**src/hw/sps_cfg.svh**
```systemverilog
// constants for the standby plant transfer sequencer: offsets, fields,
// reset values and timing
// assumes inclusion by bare name from any design file that needs them
`ifndef SPS_CFG_SVH
`define SPS_CFG_SVH
// ----------------------------------------------------------------------
// register byte offsets
// ----------------------------------------------------------------------
`define SPS_REG_CTRL      8'h00
`define SPS_REG_START_LIM 8'h04
`define SPS_REG_STOP_LIM  8'h08
`define SPS_REG_XFER_DLY  8'h0c
`define SPS_REG_THRESH    8'h10
`define SPS_REG_STATUS    8'h14
`define SPS_REG_EVENTS    8'h18
// ----------------------------------------------------------------------
// control fields and reset values
// ----------------------------------------------------------------------
`define SPS_CTRL_MODE_LO  0
`define SPS_CTRL_MODE_HI  1
`define SPS_CTRL_DUAL     2
`define SPS_CTRL_BRKFAIL  3
`define SPS_CTRL_EARLY    4
`define SPS_CTRL_RST      5'h04
`define SPS_START_LIM_RST 16'h0000
`define SPS_STOP_LIM_RST  16'h0000
`define SPS_XFER_DLY_RST  16'h0005
`define SPS_THR_CNT_RST   4'h1
`define SPS_THR_KW_RST    16'h0000
`define SPS_EARLY_ON      1'b1
// ----------------------------------------------------------------------
// timing: clock rate, controller tick, attempt window
// ----------------------------------------------------------------------
`define SPS_CLK_MHZ       125
`define SPS_TICK_US       1000
`define SPS_TICK_CYCLES   (`SPS_TICK_US * `SPS_CLK_MHZ)
`define SPS_ATT_TICKS     16'h0032
`define SPS_ATT_LAST      2'h2
`endif

```
**src/hw/sps_pkg.sv**
```systemverilog
// types for the standby plant transfer sequencer
// assumes sps_cfg.svh supplies the numeric constants
package sps_pkg;
  // one-hot sequence states
  typedef enum logic [11:0] {
    ST_IDLE   = 12'h001,
    ST_START  = 12'h002,
    ST_READY  = 12'h004,
    ST_GWAIT  = 12'h008,
    ST_MOPEN  = 12'h010,
    ST_XDLY   = 12'h020,
    ST_TCLOSE = 12'h040,
    ST_SUPPLY = 12'h080,
    ST_TOPEN  = 12'h100,
    ST_BDLY   = 12'h200,
    ST_MCLOSE = 12'h400,
    ST_STOP   = 12'h800
  } sps_state_e;
  // operating modes
  typedef enum logic [1:0] {
    MD_AUTO = 2'h0,
    MD_TEST = 2'h1,
    MD_EXT  = 2'h2,
    MD_RSVD = 2'h3
  } sps_mode_e;
endpackage : sps_pkg

```
**src/hw/sps_tick.sv**
```systemverilog
// controller time base: one-cycle tick every CYC clocks
// assumes a free-running clock and asynchronous active-low reset
`timescale 1ns/100ps
`default_nettype none
module sps_tick
  import sps_pkg::*;
#(
  parameter int unsigned CYC = 125000
)(
  input  wire logic i_clk,
  input  wire logic i_nrst,
  output logic      o_tick
);
  logic [31:0] cnt;
  // divider; tick on wrap
  always_ff @(posedge i_clk or negedge i_nrst)
  begin
    if (!i_nrst)
    begin
      cnt    <= 32'h0;
      o_tick <= 1'b0;
    end
    else if (cnt == 32'(CYC - 1))
    begin
      cnt    <= 32'h0;
      o_tick <= 1'b1;
    end
    else
    begin
      cnt    <= cnt + 32'h1;
      o_tick <= 1'b0;
    end
  end
endmodule : sps_tick
`default_nettype wire

```
**src/hw/sps_brk_op.sv**
```systemverilog
// one breaker operation: open or close, three attempts, timed in ticks
// assumes i_fb is synchronised and i_go is a one-cycle pulse
`include "sps_cfg.svh"
`timescale 1ns/100ps
`default_nettype none
module sps_brk_op
  import sps_pkg::*;
(
  input  wire logic i_clk,
  input  wire logic i_nrst,
  input  wire logic i_tick,
  input  wire logic i_go,
  input  wire logic i_close,
  input  wire logic i_ilk_ok,
  input  wire logic i_fb,
  output logic      o_cmd_close,
  output logic      o_cmd_open,
  output logic      o_done,
  output logic      o_fail
);
  logic        busy;
  logic        dir;
  logic [1:0]  att;
  logic [15:0] tcnt;
  // attempt engine; a blocked close just burns its attempt
  always_ff @(posedge i_clk or negedge i_nrst)
  begin
    if (!i_nrst)
    begin
      busy   <= 1'b0;
      dir    <= 1'b0;
      att    <= 2'h0;
      tcnt   <= 16'h0;
      o_done <= 1'b0;
      o_fail <= 1'b0;
    end
    else
    begin
      o_done <= 1'b0;
      o_fail <= 1'b0;
      if (i_go)
      begin
        busy <= 1'b1;
        dir  <= i_close;
        att  <= 2'h0;
        tcnt <= 16'h0;
      end
      else if (busy && (i_fb == dir))
      begin
        busy   <= 1'b0;
        o_done <= 1'b1;
      end
      else if (busy && i_tick)
      begin
        if (tcnt == `SPS_ATT_TICKS)
        begin
          tcnt <= 16'h0;
          if (att == `SPS_ATT_LAST)
          begin
            busy   <= 1'b0;
            o_fail <= 1'b1;
          end
          else
          begin
            att <= att + 2'h1;
          end
        end
        else
        begin
          tcnt <= tcnt + 16'h1;
        end
      end
    end
  end
  // commands; the close is gated by the interlock every cycle
  always_ff @(posedge i_clk or negedge i_nrst)
  begin
    if (!i_nrst)
    begin
      o_cmd_close <= 1'b0;
      o_cmd_open  <= 1'b0;
    end
    else
    begin
      o_cmd_close <= busy && dir && i_ilk_ok && !i_go;
      o_cmd_open  <= busy && !dir && !i_go;
    end
  end
endmodule : sps_brk_op
`default_nettype wire

```
**src/hw/sps_seq.sv**
```systemverilog
// standby plant transfer sequencer: run request, breaker sequencing,
// interlocks, sticky alarms and warnings, register port
// assumes peer and mains status inputs come from logic on I_CLK, and
// breaker feedback and voltage sense come from pins
//
// Functional notes
// - auto mode, no start inhibit: run on bad mains or option close fail
// - test and external run modes always run, ignoring start inhibit
// - never close one breaker while the other is closed
// - block a close when voltage sits on both sides of it
// - no load take-over during alarm, unload, stop or supply inhibit
// - tie breaker closes only after a unit breaker has closed
// - idle goes starting; ready peer or no peers proceeds; else keep starting
// - nonzero start limit exceeded raises start timeout warning
// - ready: hold on supply inhibit, stop on fault, else genset wait
// - genset wait advances on count and power match or none left
// - mains open, three tries; failure alarms and stops
// - transfer delay before tie close; stop or inhibit recloses mains
// - tie close, three tries; failure alarms and recloses mains
// - supplying: fault, deactivation or withdrawal opens the tie
// - tie open, three tries; fail stops, else delay then mains close
// - dual variant mains close, three tries; fail stops, else ready
// - stopping drops peer start, waits stop, timeout warns, restarts
// - mains-only variant: closed tie goes straight to mains open
// - mains-only variant: supply inhibit opens peer unit breakers
// - mains-only variant: mains reclose, three tries, failure alarms
// - early disconnect opens mains as soon as mains goes bad while starting or ready
//
// Our own choices: the placing of the registers and the strobed register port.
`include "sps_cfg.svh"
`timescale 1ns/100ps
`default_nettype none
module sps_seq
  import sps_pkg::*;
#(
  parameter int unsigned TICK_CYCLES = `SPS_TICK_CYCLES
)(
  input  wire logic        I_CLK,
  input  wire logic        I_NRST,
  input  wire logic [7:0]  I_ADDR,
  input  wire logic [31:0] I_WDATA,
  input  wire logic        I_WR,
  input  wire logic        I_RD,
  output logic      [31:0] O_RDATA,
  input  wire logic        I_MAINS_BAD,
  input  wire logic        I_MAINS_LIVE,
  input  wire logic        I_START_INH,
  input  wire logic        I_SUPPLY_INH,
  input  wire logic        I_ALARM,
  input  wire logic        I_UNLOAD,
  input  wire logic        I_STOP_REQ,
  input  wire logic        I_PEERS_EXIST,
  input  wire logic        I_PEER_READY,
  input  wire logic        I_PEERS_STOPPED,
  input  wire logic        I_OTHER_NEED,
  input  wire logic        I_MORE_CAN_CLOSE,
  input  wire logic [3:0]  I_UNIT_CNT,
  input  wire logic [15:0] I_UNIT_KW,
  input  wire logic        I_MAINS_BRK_FB,
  input  wire logic        I_TIE_BRK_FB,
  input  wire logic        I_MAINS_V_LINE,
  input  wire logic        I_MAINS_V_LOAD,
  input  wire logic        I_TIE_V_GEN,
  input  wire logic        I_TIE_V_LOAD,
  output logic             O_MAINS_CLOSE,
  output logic             O_MAINS_OPEN,
  output logic             O_TIE_CLOSE,
  output logic             O_TIE_OPEN,
  output logic             O_PEER_START,
  output logic             O_UNIT_OPEN,
  output var sps_state_e   O_STATE
);
  // ----------------------------------------------------------------------
  // pin synchronisers
  // ----------------------------------------------------------------------
  logic [5:0] pin_s1;
  logic [5:0] pin_s2;
  logic       mains_c;
  logic       tie_c;
  // two stages; only the second stage feeds logic
  always_ff @(posedge I_CLK or negedge I_NRST)
  begin
    if (!I_NRST)
    begin
      pin_s1 <= 6'h00;
      pin_s2 <= 6'h00;
    end
    else
    begin
      pin_s1 <= {I_MAINS_BRK_FB, I_TIE_BRK_FB, I_MAINS_V_LINE,
                 I_MAINS_V_LOAD, I_TIE_V_GEN, I_TIE_V_LOAD};
      pin_s2 <= pin_s1;
    end
  end
  assign mains_c = pin_s2[5];
  assign tie_c   = pin_s2[4];

  // ----------------------------------------------------------------------
  // registers
  // ----------------------------------------------------------------------
  logic [4:0]  ctrl;
  logic [15:0] start_lim;
  logic [15:0] stop_lim;
  logic [15:0] xfer_dly;
  logic [3:0]  thr_cnt;
  logic [15:0] thr_kw;
  logic [6:0]  events;
  logic [6:0]  ev_set;
  logic        wr_ev;
  sps_mode_e   mode;
  logic        dual;
  assign mode  = sps_mode_e'(ctrl[`SPS_CTRL_MODE_HI:`SPS_CTRL_MODE_LO]);
  assign dual  = ctrl[`SPS_CTRL_DUAL];
  assign wr_ev = I_WR && (I_ADDR == `SPS_REG_EVENTS);
  // configuration writes
  always_ff @(posedge I_CLK or negedge I_NRST)
  begin
    if (!I_NRST)
    begin
      ctrl      <= `SPS_CTRL_RST;
      start_lim <= `SPS_START_LIM_RST;
      stop_lim  <= `SPS_STOP_LIM_RST;
      xfer_dly  <= `SPS_XFER_DLY_RST;
      thr_cnt   <= `SPS_THR_CNT_RST;
      thr_kw    <= `SPS_THR_KW_RST;
    end
    else if (I_WR)
    begin
      case (I_ADDR)
        `SPS_REG_CTRL:      ctrl      <= I_WDATA[4:0];
        `SPS_REG_START_LIM: start_lim <= I_WDATA[15:0];
        `SPS_REG_STOP_LIM:  stop_lim  <= I_WDATA[15:0];
        `SPS_REG_XFER_DLY:  xfer_dly  <= I_WDATA[15:0];
        `SPS_REG_THRESH:
        begin
          thr_cnt <= I_WDATA[3:0];
          thr_kw  <= I_WDATA[31:16];
        end
        default: ;
      endcase
    end
  end
  // sticky events, write one to clear; a new event wins over the clear
  always_ff @(posedge I_CLK or negedge I_NRST)
  begin
    if (!I_NRST)
      events <= 7'h00;
    else if (wr_ev)
      events <= (events & ~I_WDATA[6:0]) | ev_set;
    else
      events <= events | ev_set;
  end
  // read data one cycle after the strobe, zero when idle or unmapped
  always_ff @(posedge I_CLK or negedge I_NRST)
  begin
    if (!I_NRST)
      O_RDATA <= 32'h0;
    else if (!I_RD)
      O_RDATA <= 32'h0;
    else
    begin
      case (I_ADDR)
        `SPS_REG_CTRL:      O_RDATA <= {27'h0, ctrl};
        `SPS_REG_START_LIM: O_RDATA <= {16'h0, start_lim};
        `SPS_REG_STOP_LIM:  O_RDATA <= {16'h0, stop_lim};
        `SPS_REG_XFER_DLY:  O_RDATA <= {16'h0, xfer_dly};
        `SPS_REG_THRESH:    O_RDATA <= {thr_kw, 12'h0, thr_cnt};
        `SPS_REG_STATUS:    O_RDATA <= {18'h0, tie_c, mains_c, O_STATE};
        `SPS_REG_EVENTS:    O_RDATA <= {25'h0, events};
        default:            O_RDATA <= 32'h0;
      endcase
    end
  end

  // ----------------------------------------------------------------------
  // run request and interlocks
  // ----------------------------------------------------------------------
  logic run;
  logic stop_need;
  logic load_block;
  logic mains_ilk;
  logic tie_ilk;
  logic units_ok;
  logic early_open;
  // close-failure memory is the sticky mains close alarms
  assign run = (mode != MD_AUTO) ||
    (!I_START_INH && (I_MAINS_BAD || (ctrl[`SPS_CTRL_BRKFAIL] &&
     I_MAINS_LIVE && (events[3] || events[4]))));
  assign stop_need  = I_ALARM || I_UNLOAD || I_STOP_REQ || !run;
  assign load_block = stop_need || I_SUPPLY_INH;
  assign mains_ilk  = !tie_c && !(pin_s2[3] && pin_s2[2]);
  assign tie_ilk    = !mains_c && !(pin_s2[1] && pin_s2[0]) &&
                      (I_UNIT_CNT != 4'h0) && !load_block;
  assign units_ok   = ((I_UNIT_CNT >= thr_cnt) && (I_UNIT_KW >= thr_kw)) ||
                      !I_MORE_CAN_CLOSE;
  assign early_open = (ctrl[`SPS_CTRL_EARLY] == `SPS_EARLY_ON) &&
                      I_MAINS_BAD && mains_c;

  // ----------------------------------------------------------------------
  // time base and breaker operations
  // ----------------------------------------------------------------------
  logic       tick;
  sps_state_e state;
  sps_state_e next_state;
  logic       entry;
  logic       m_go;
  logic       t_go;
  logic       m_done;
  logic       m_fail;
  logic       t_done;
  logic       t_fail;
  logic [15:0] ticks;
  sps_tick #(
    .CYC (TICK_CYCLES)
  ) u_tick (
    .i_clk  (I_CLK),
    .i_nrst (I_NRST),
    .o_tick (tick)
  );
  assign entry = (state != O_STATE);
  assign m_go  = entry && ((state == ST_MOPEN) || (state == ST_MCLOSE));
  assign t_go  = entry && ((state == ST_TCLOSE) || (state == ST_TOPEN));
  sps_brk_op u_mains (
    .i_clk       (I_CLK),
    .i_nrst      (I_NRST),
    .i_tick      (tick),
    .i_go        (m_go),
    .i_close     (state == ST_MCLOSE),
    .i_ilk_ok    (mains_ilk),
    .i_fb        (mains_c),
    .o_cmd_close (O_MAINS_CLOSE),
    .o_cmd_open  (O_MAINS_OPEN),
    .o_done      (m_done),
    .o_fail      (m_fail)
  );
  sps_brk_op u_tie (
    .i_clk       (I_CLK),
    .i_nrst      (I_NRST),
    .i_tick      (tick),
    .i_go        (t_go),
    .i_close     (state == ST_TCLOSE),
    .i_ilk_ok    (tie_ilk),
    .i_fb        (tie_c),
    .o_cmd_close (O_TIE_CLOSE),
    .o_cmd_open  (O_TIE_OPEN),
    .o_done      (t_done),
    .o_fail      (t_fail)
  );
  // ticks spent in the current state
  always_ff @(posedge I_CLK or negedge I_NRST)
  begin
    if (!I_NRST)
      ticks <= 16'h0;
    else if (next_state != state)
      ticks <= 16'h0;
    else if (tick && (ticks != 16'hffff))
      ticks <= ticks + 16'h1;
  end

  // ----------------------------------------------------------------------
  // sequence
  // ----------------------------------------------------------------------
  logic stop_to;
  assign stop_to = (stop_lim != 16'h0) && (ticks > stop_lim);
  // next state; breaker results only count in their own states
  always_comb
  begin
    next_state = state;
    case (state)
      ST_IDLE:
        if (run)
          next_state = ST_START;
      ST_START:
        if (stop_need)
          next_state = ST_STOP;
        else if (early_open)
          next_state = ST_MOPEN;
        else if (I_PEER_READY || !I_PEERS_EXIST)
          next_state = ST_READY;
      ST_READY:
        if (stop_need)
          next_state = ST_STOP;
        else if (I_SUPPLY_INH)
          next_state = ST_READY;
        else if (early_open || (!dual && tie_c))
          next_state = ST_MOPEN;
        else if (mains_c || !dual)
          next_state = ST_GWAIT;
      ST_GWAIT:
        if (stop_need)
          next_state = ST_STOP;
        else if (units_ok || (!dual && tie_c))
          next_state = ST_MOPEN;
      ST_MOPEN:
        if (m_fail)
          next_state = ST_STOP;
        else if (m_done)
          next_state = dual ? ST_XDLY : ST_SUPPLY;
      ST_XDLY:
        if (load_block)
          next_state = ST_MCLOSE;
        else if (ticks >= xfer_dly)
          next_state = ST_TCLOSE;
      ST_TCLOSE:
        if (t_fail)
          next_state = ST_MCLOSE;
        else if (t_done)
          next_state = ST_SUPPLY;
      ST_SUPPLY:
        if (I_ALARM || I_UNLOAD || I_STOP_REQ || !run ||
            (dual && I_SUPPLY_INH))
          next_state = dual ? ST_TOPEN : ST_MCLOSE;
      ST_TOPEN:
        if (t_fail)
          next_state = ST_STOP;
        else if (t_done)
          next_state = ST_BDLY;
      ST_BDLY:
        if (ticks >= xfer_dly)
          next_state = ST_MCLOSE;
      ST_MCLOSE:
        if (m_fail)
          next_state = ST_STOP;
        else if (m_done)
          next_state = ST_READY;
      ST_STOP:
        if (run && !(I_ALARM || I_UNLOAD || I_STOP_REQ))
          next_state = ST_START;
        else if (I_OTHER_NEED || I_PEERS_STOPPED || stop_to)
          next_state = ST_IDLE;
      default:
        next_state = ST_IDLE;
    endcase
  end
  // state; O_STATE trails by one cycle so entries can be seen
  always_ff @(posedge I_CLK or negedge I_NRST)
  begin
    if (!I_NRST)
    begin
      state   <= ST_IDLE;
      O_STATE <= ST_IDLE;
    end
    else
    begin
      state   <= next_state;
      O_STATE <= state;
    end
  end
  // event sources: alarms [4:0], warnings [6:5]
  always_comb
  begin
    ev_set    = 7'h00;
    ev_set[0] = (state == ST_MOPEN) && m_fail;
    ev_set[1] = (state == ST_TCLOSE) && t_fail;
    ev_set[2] = (state == ST_TOPEN) && t_fail;
    ev_set[3] = (state == ST_MCLOSE) && m_fail && dual;
    ev_set[4] = (state == ST_MCLOSE) && m_fail && !dual;
    ev_set[5] = (state == ST_START) && (start_lim != 16'h0) &&
                (ticks > start_lim);
    ev_set[6] = (state == ST_STOP) && stop_to && !I_PEERS_STOPPED &&
                !I_OTHER_NEED;
  end
  // peer start request and unit breaker open commands
  always_ff @(posedge I_CLK or negedge I_NRST)
  begin
    if (!I_NRST)
    begin
      O_PEER_START <= 1'b0;
      O_UNIT_OPEN  <= 1'b0;
    end
    else
    begin
      O_PEER_START <= (next_state != ST_IDLE) &&
                      (next_state != ST_STOP);
      O_UNIT_OPEN  <= !dual && (state == ST_SUPPLY) && !mains_c &&
                      tie_c && I_SUPPLY_INH;
    end
  end
endmodule : sps_seq
`default_nettype wire

```
**config.mk**
```make
export PLATFORM = sky130hd
export DESIGN_NAME = sps_seq
export DESIGN_NICKNAME = d
export VERILOG_FILES = /design/src/hw/sps_pkg.sv /design/src/hw/sps_tick.sv /design/src/hw/sps_brk_op.sv /design/src/hw/sps_seq.sv
export VERILOG_INCLUDE_DIRS = /design/src /design/src/hw
export SDC_FILE = /design/constraint.sdc
export NUM_CORES = 1
export LEC_CHECK = 0
export BUFFER_PORTS_ARGS = -buffer_cell sky130_fd_sc_hd__buf_2
export CAP_MARGIN = 5
export CORE_ASPECT_RATIO = 0.5
export CORE_MARGIN = 2
export CORE_UTILIZATION = 55
export CTS_BUF_LIST = sky130_fd_sc_hd__clkbuf_8
export CTS_CLUSTER_DIAMETER = 60
export DETAILED_ROUTE_END_ITERATION = 7
export GPL_TIMING_DRIVEN = 0
export PLACE_DENSITY_LB_ADDON = 0.2
export SLEW_MARGIN = 20
export SYNTH_ARGS = -nofsm -noshare
export SYNTH_HDL_FRONTEND = slang
export SYNTH_SLANG_ARGS = --single-unit
```
**constraint.sdc**
```tcl
create_clock -name I_CLK -period 6.8 [get_ports I_CLK]
set_input_delay 1.36 -clock I_CLK [delete_from_list [all_inputs] [get_ports I_CLK]]
set_output_delay 1.36 -clock I_CLK [all_outputs]
set_load 0.02 [all_outputs]
```
==> results.yml <==
status:
  outcome: "completed"
yosys:
  yosysMostFrequentCell: "dfrtp_1"
  synth_top_flop_cell: "dfrtp_1"
  synth-edff-count: 0
  yosysTopAreaCellShare: 0.4580
  synth_compound_area_frac: 0.1112
  ys_warn_count: 0
  synth_xor_area_frac: 0.05720
  yosys-top-cells-area: "dfrtp_1, ha_1, nand2_1"
  netlist_top_cells_count: "dfrtp_1, nand2_1, nor2_1, inv_1"
  synth_top_family_by_area: "simple AND/OR/NAND/NOR gates"
  synthesis.area_um2: 13170
  yosys.area_share.simple: 0.2066
  synthMuxAreaShare: 0.04219
  syn_area_per_cell_um2: 9.931
  synthCells: 1326
  synth_area_leader_cell: "dfrtp_1"
  synthAdderAreaFrac: 0.07221
  synthDistinctLibCells: 79
  ys_ff_latch: 247
  syn_nets: 1484
  ys_seq_area_frac: 0.4699
  async_flop_share: 1.000
worst_setup_path:
  end_kind: "flop"
  worst-endpoint-required_ns: 7.20
  r2r-end: "ticks[11]"
  ff2ff_path_depth: 9
  rr_startpoint: "state[0]"
  start_kind: "input port"
  critical_path_class: "input port to flop"
  arrival_ns: 4.49
  crit_fanout: 10
  rrSetupSlack_ns: 2.88
worst_hold_path:
  hold_path.class: "flop to flop"
  holdPathStages: 0
  min_to: "pin_s2[1]"
  hp-start: "pin_s1[1]"
placed_design:
  place_area_um2: 14270
  portBuffers: 131
  gp_congestion: 0.9509
  dp_hpwl_mm: 26.81
run:
  maxCapViolCount: 0
timing:
  slew_headroom: 0.2712
  rsz0062_at_grt: "false"
  hold_viol: 0
  fmax_mhz: 244.5
  setup_viol_count_final: 0
  worst_slew_pin_slew_ns: 1.084
  layout_min_cycle_time_ns: 4.090
  finalCritPeriodShare: 0.6015
  finalClockSkew_ns: 0.03152
  slew_violations: 0
  tns_ns: 0
power:
  power_leakage_nw: 7.258
  p_per_area_nw_per_um2: 226.9
  irDropWorstVdd_v: 0.0001207
cts:
  tritoncts: "yes"
  clk_path_buf_depth: 3
  cts_setup_buffers: 0
  clk_pin_slew_worst_paths_ns: 0.07
  root_buffer: "clkbuf_8"
  worstSkewPairLatency_ns: 0.57
  cts-buffers-inserted: 38
  ctsHoldBuffers: 0
  cts_sinks: 247
  htree_levels: 2
  ctsResizeCount: 0
finish:
  finalInstanceArea_um2: 15120
  fillers: 1865
  final_layout_size_suffix_gt1_frac: 0.1832
  syn_to_final_growth_pct: 14.80
  final_nets: 1657
  antenna_cells: 0
  top_regs: "O_RDATA (32), u_tick.cnt (32)"
grt:
  grt_pass1_vias: 10880
  grt_usage: 0.2922
  antenna_found_initial: 0
  grt_pass1_wl_mm: 57.73
  grt_max_degree: 98
  grt.overflow.total: 0
route:
  routed_wirelength_mm: 36.14
  drt_iter0_drc: 913
  post-route-drc-count: 0
  drt-wirelength-per-cell_um: 19.69
  num_vias: 10960
  drtPass1Iterations: 5
  drt.antenna.violating_nets: 0
  via_per_inst: 5.975
floorplanning:
  num_rows: 39
  die_y_um: 113.4
  dieArea_um2: 25270
  core_area_um2: 23180
  pin_count: 132
  start_util: 0.5682
  die_w_um: 222.8
cell type report:
type / instances / area, µm² / area share
Buffer: 50 / 214.0 / 0.01415
Clock inverter: 24 / 214.0 / 0.01415
Timing Repair Buffer: 133 / 720.7 / 0.04767
Sequential cell: 247 / 6188 / 0.4093
Multi-Input combinational cell: 943 / 6455 / 0.4270
Inverter: 86 / 322.8 / 0.02135
Clock buffer: 45 / 619.3 / 0.04097
Tap cell: 307 / 384.1 / 0.02541
critical path: stages:
cell       delay (ns)
buf_2            0.08
inv_1            0.03
ha_1             0.26
nand2b_1         0.09
a31oi_1          0.08
nor4_1           0.29
o21ai_0          0.18
a21oi_1          0.60
o2111ai_1        0.28
nor2_1           0.49
clkbuf_1         0.63
nor4_2           0.12
cell usage in the layout (no fill, tap or decap), drive strengths merged, types with 5 or more instances in the layout:
| cell | count |
|---|---|
| a21o | 10 |
| a21oi | 43 |
| a222oi | 14 |
| a22o | 10 |
| a22oi | 5 |
| and2 | 22 |
| and3 | 16 |
| and4 | 5 |
| buf | 142 |
| clkbuf | 86 |
| clkinv | 5 |
| dfrtp | 241 |
| dfstp | 6 |
| ha | 76 |
| inv | 99 |
| mux2 | 44 |
| mux2i | 6 |
| nand2 | 143 |
| nand2b | 7 |
| nand3 | 43 |
| nand4 | 35 |
| nor2 | 98 |
| nor2b | 17 |
| nor3 | 21 |
| nor3b | 10 |
| nor4 | 46 |
| nor4b | 11 |
| o211ai | 6 |
| o21ai | 77 |
| o31ai | 7 |
| or2 | 7 |
| or3 | 8 |
| or4 | 7 |
| or4b | 5 |
| xnor2 | 46 |
| xor2 | 40 |
routing by layer:
layer	wire length (µm)	GRT usage	part of all wire	vias up
li1	-	-	-	5102
met1	16300	0.4061	0.45	5348
met2	15900	0.4556	0.44	430
met3	2936	0.07187	0.081	84
met4	999	0.09441	0.028	0
met5	0	0	0	-
kinds of logic after synthesis:
group,count (synthesis)
compound gates,221
xor+xnor,86
fa+ha+maj,76
buf+inv,136
flops,247
mux,50
simple gates,510
worst max path at each step:
stage	start	endpoint	slack, ns	cells past startpoint
2_1_floorplan	I_UNIT_KW[0]	ticks[10]	3.20	11
3_3_place_gp	I_NRST	u_tick.cnt[17]	0.08	1
3_5_place_dp	I_UNIT_KW[0]	ticks[11]	2.28	12
4_1_cts	state[4]	ticks[11]	2.69	10
5_1_grt	I_MAINS_LIVE	ticks[11]	2.58	11
6_report	I_UNIT_KW[0]	ticks[11]	2.71	12
report_power, final:
part | internal [mW] | switching (mW)
sequential | 1.52 | 0.0450
clock | 0.759 | 0.616
combinational | 0.168 | 0.320
stage by stage:
step	utilization	instances	power (mW)	hold slack [ns]	worst slack (ns)
after floorplan	-	1326	1.882	0.3312	3.203
after global placement	0.6130	1764	2.059	0.3336	0.08367
after detailed placement	0.6158	1766	2.073	0.3362	2.277
after CTS	0.6518	1835	3.445	0.3463	2.688
final	0.6523	1835	3.430	0.3443	2.710
after global routing	0.6523	1835	3.571	0.3549	2.582
No activity file was read; power rests on OpenSTA's default activity.
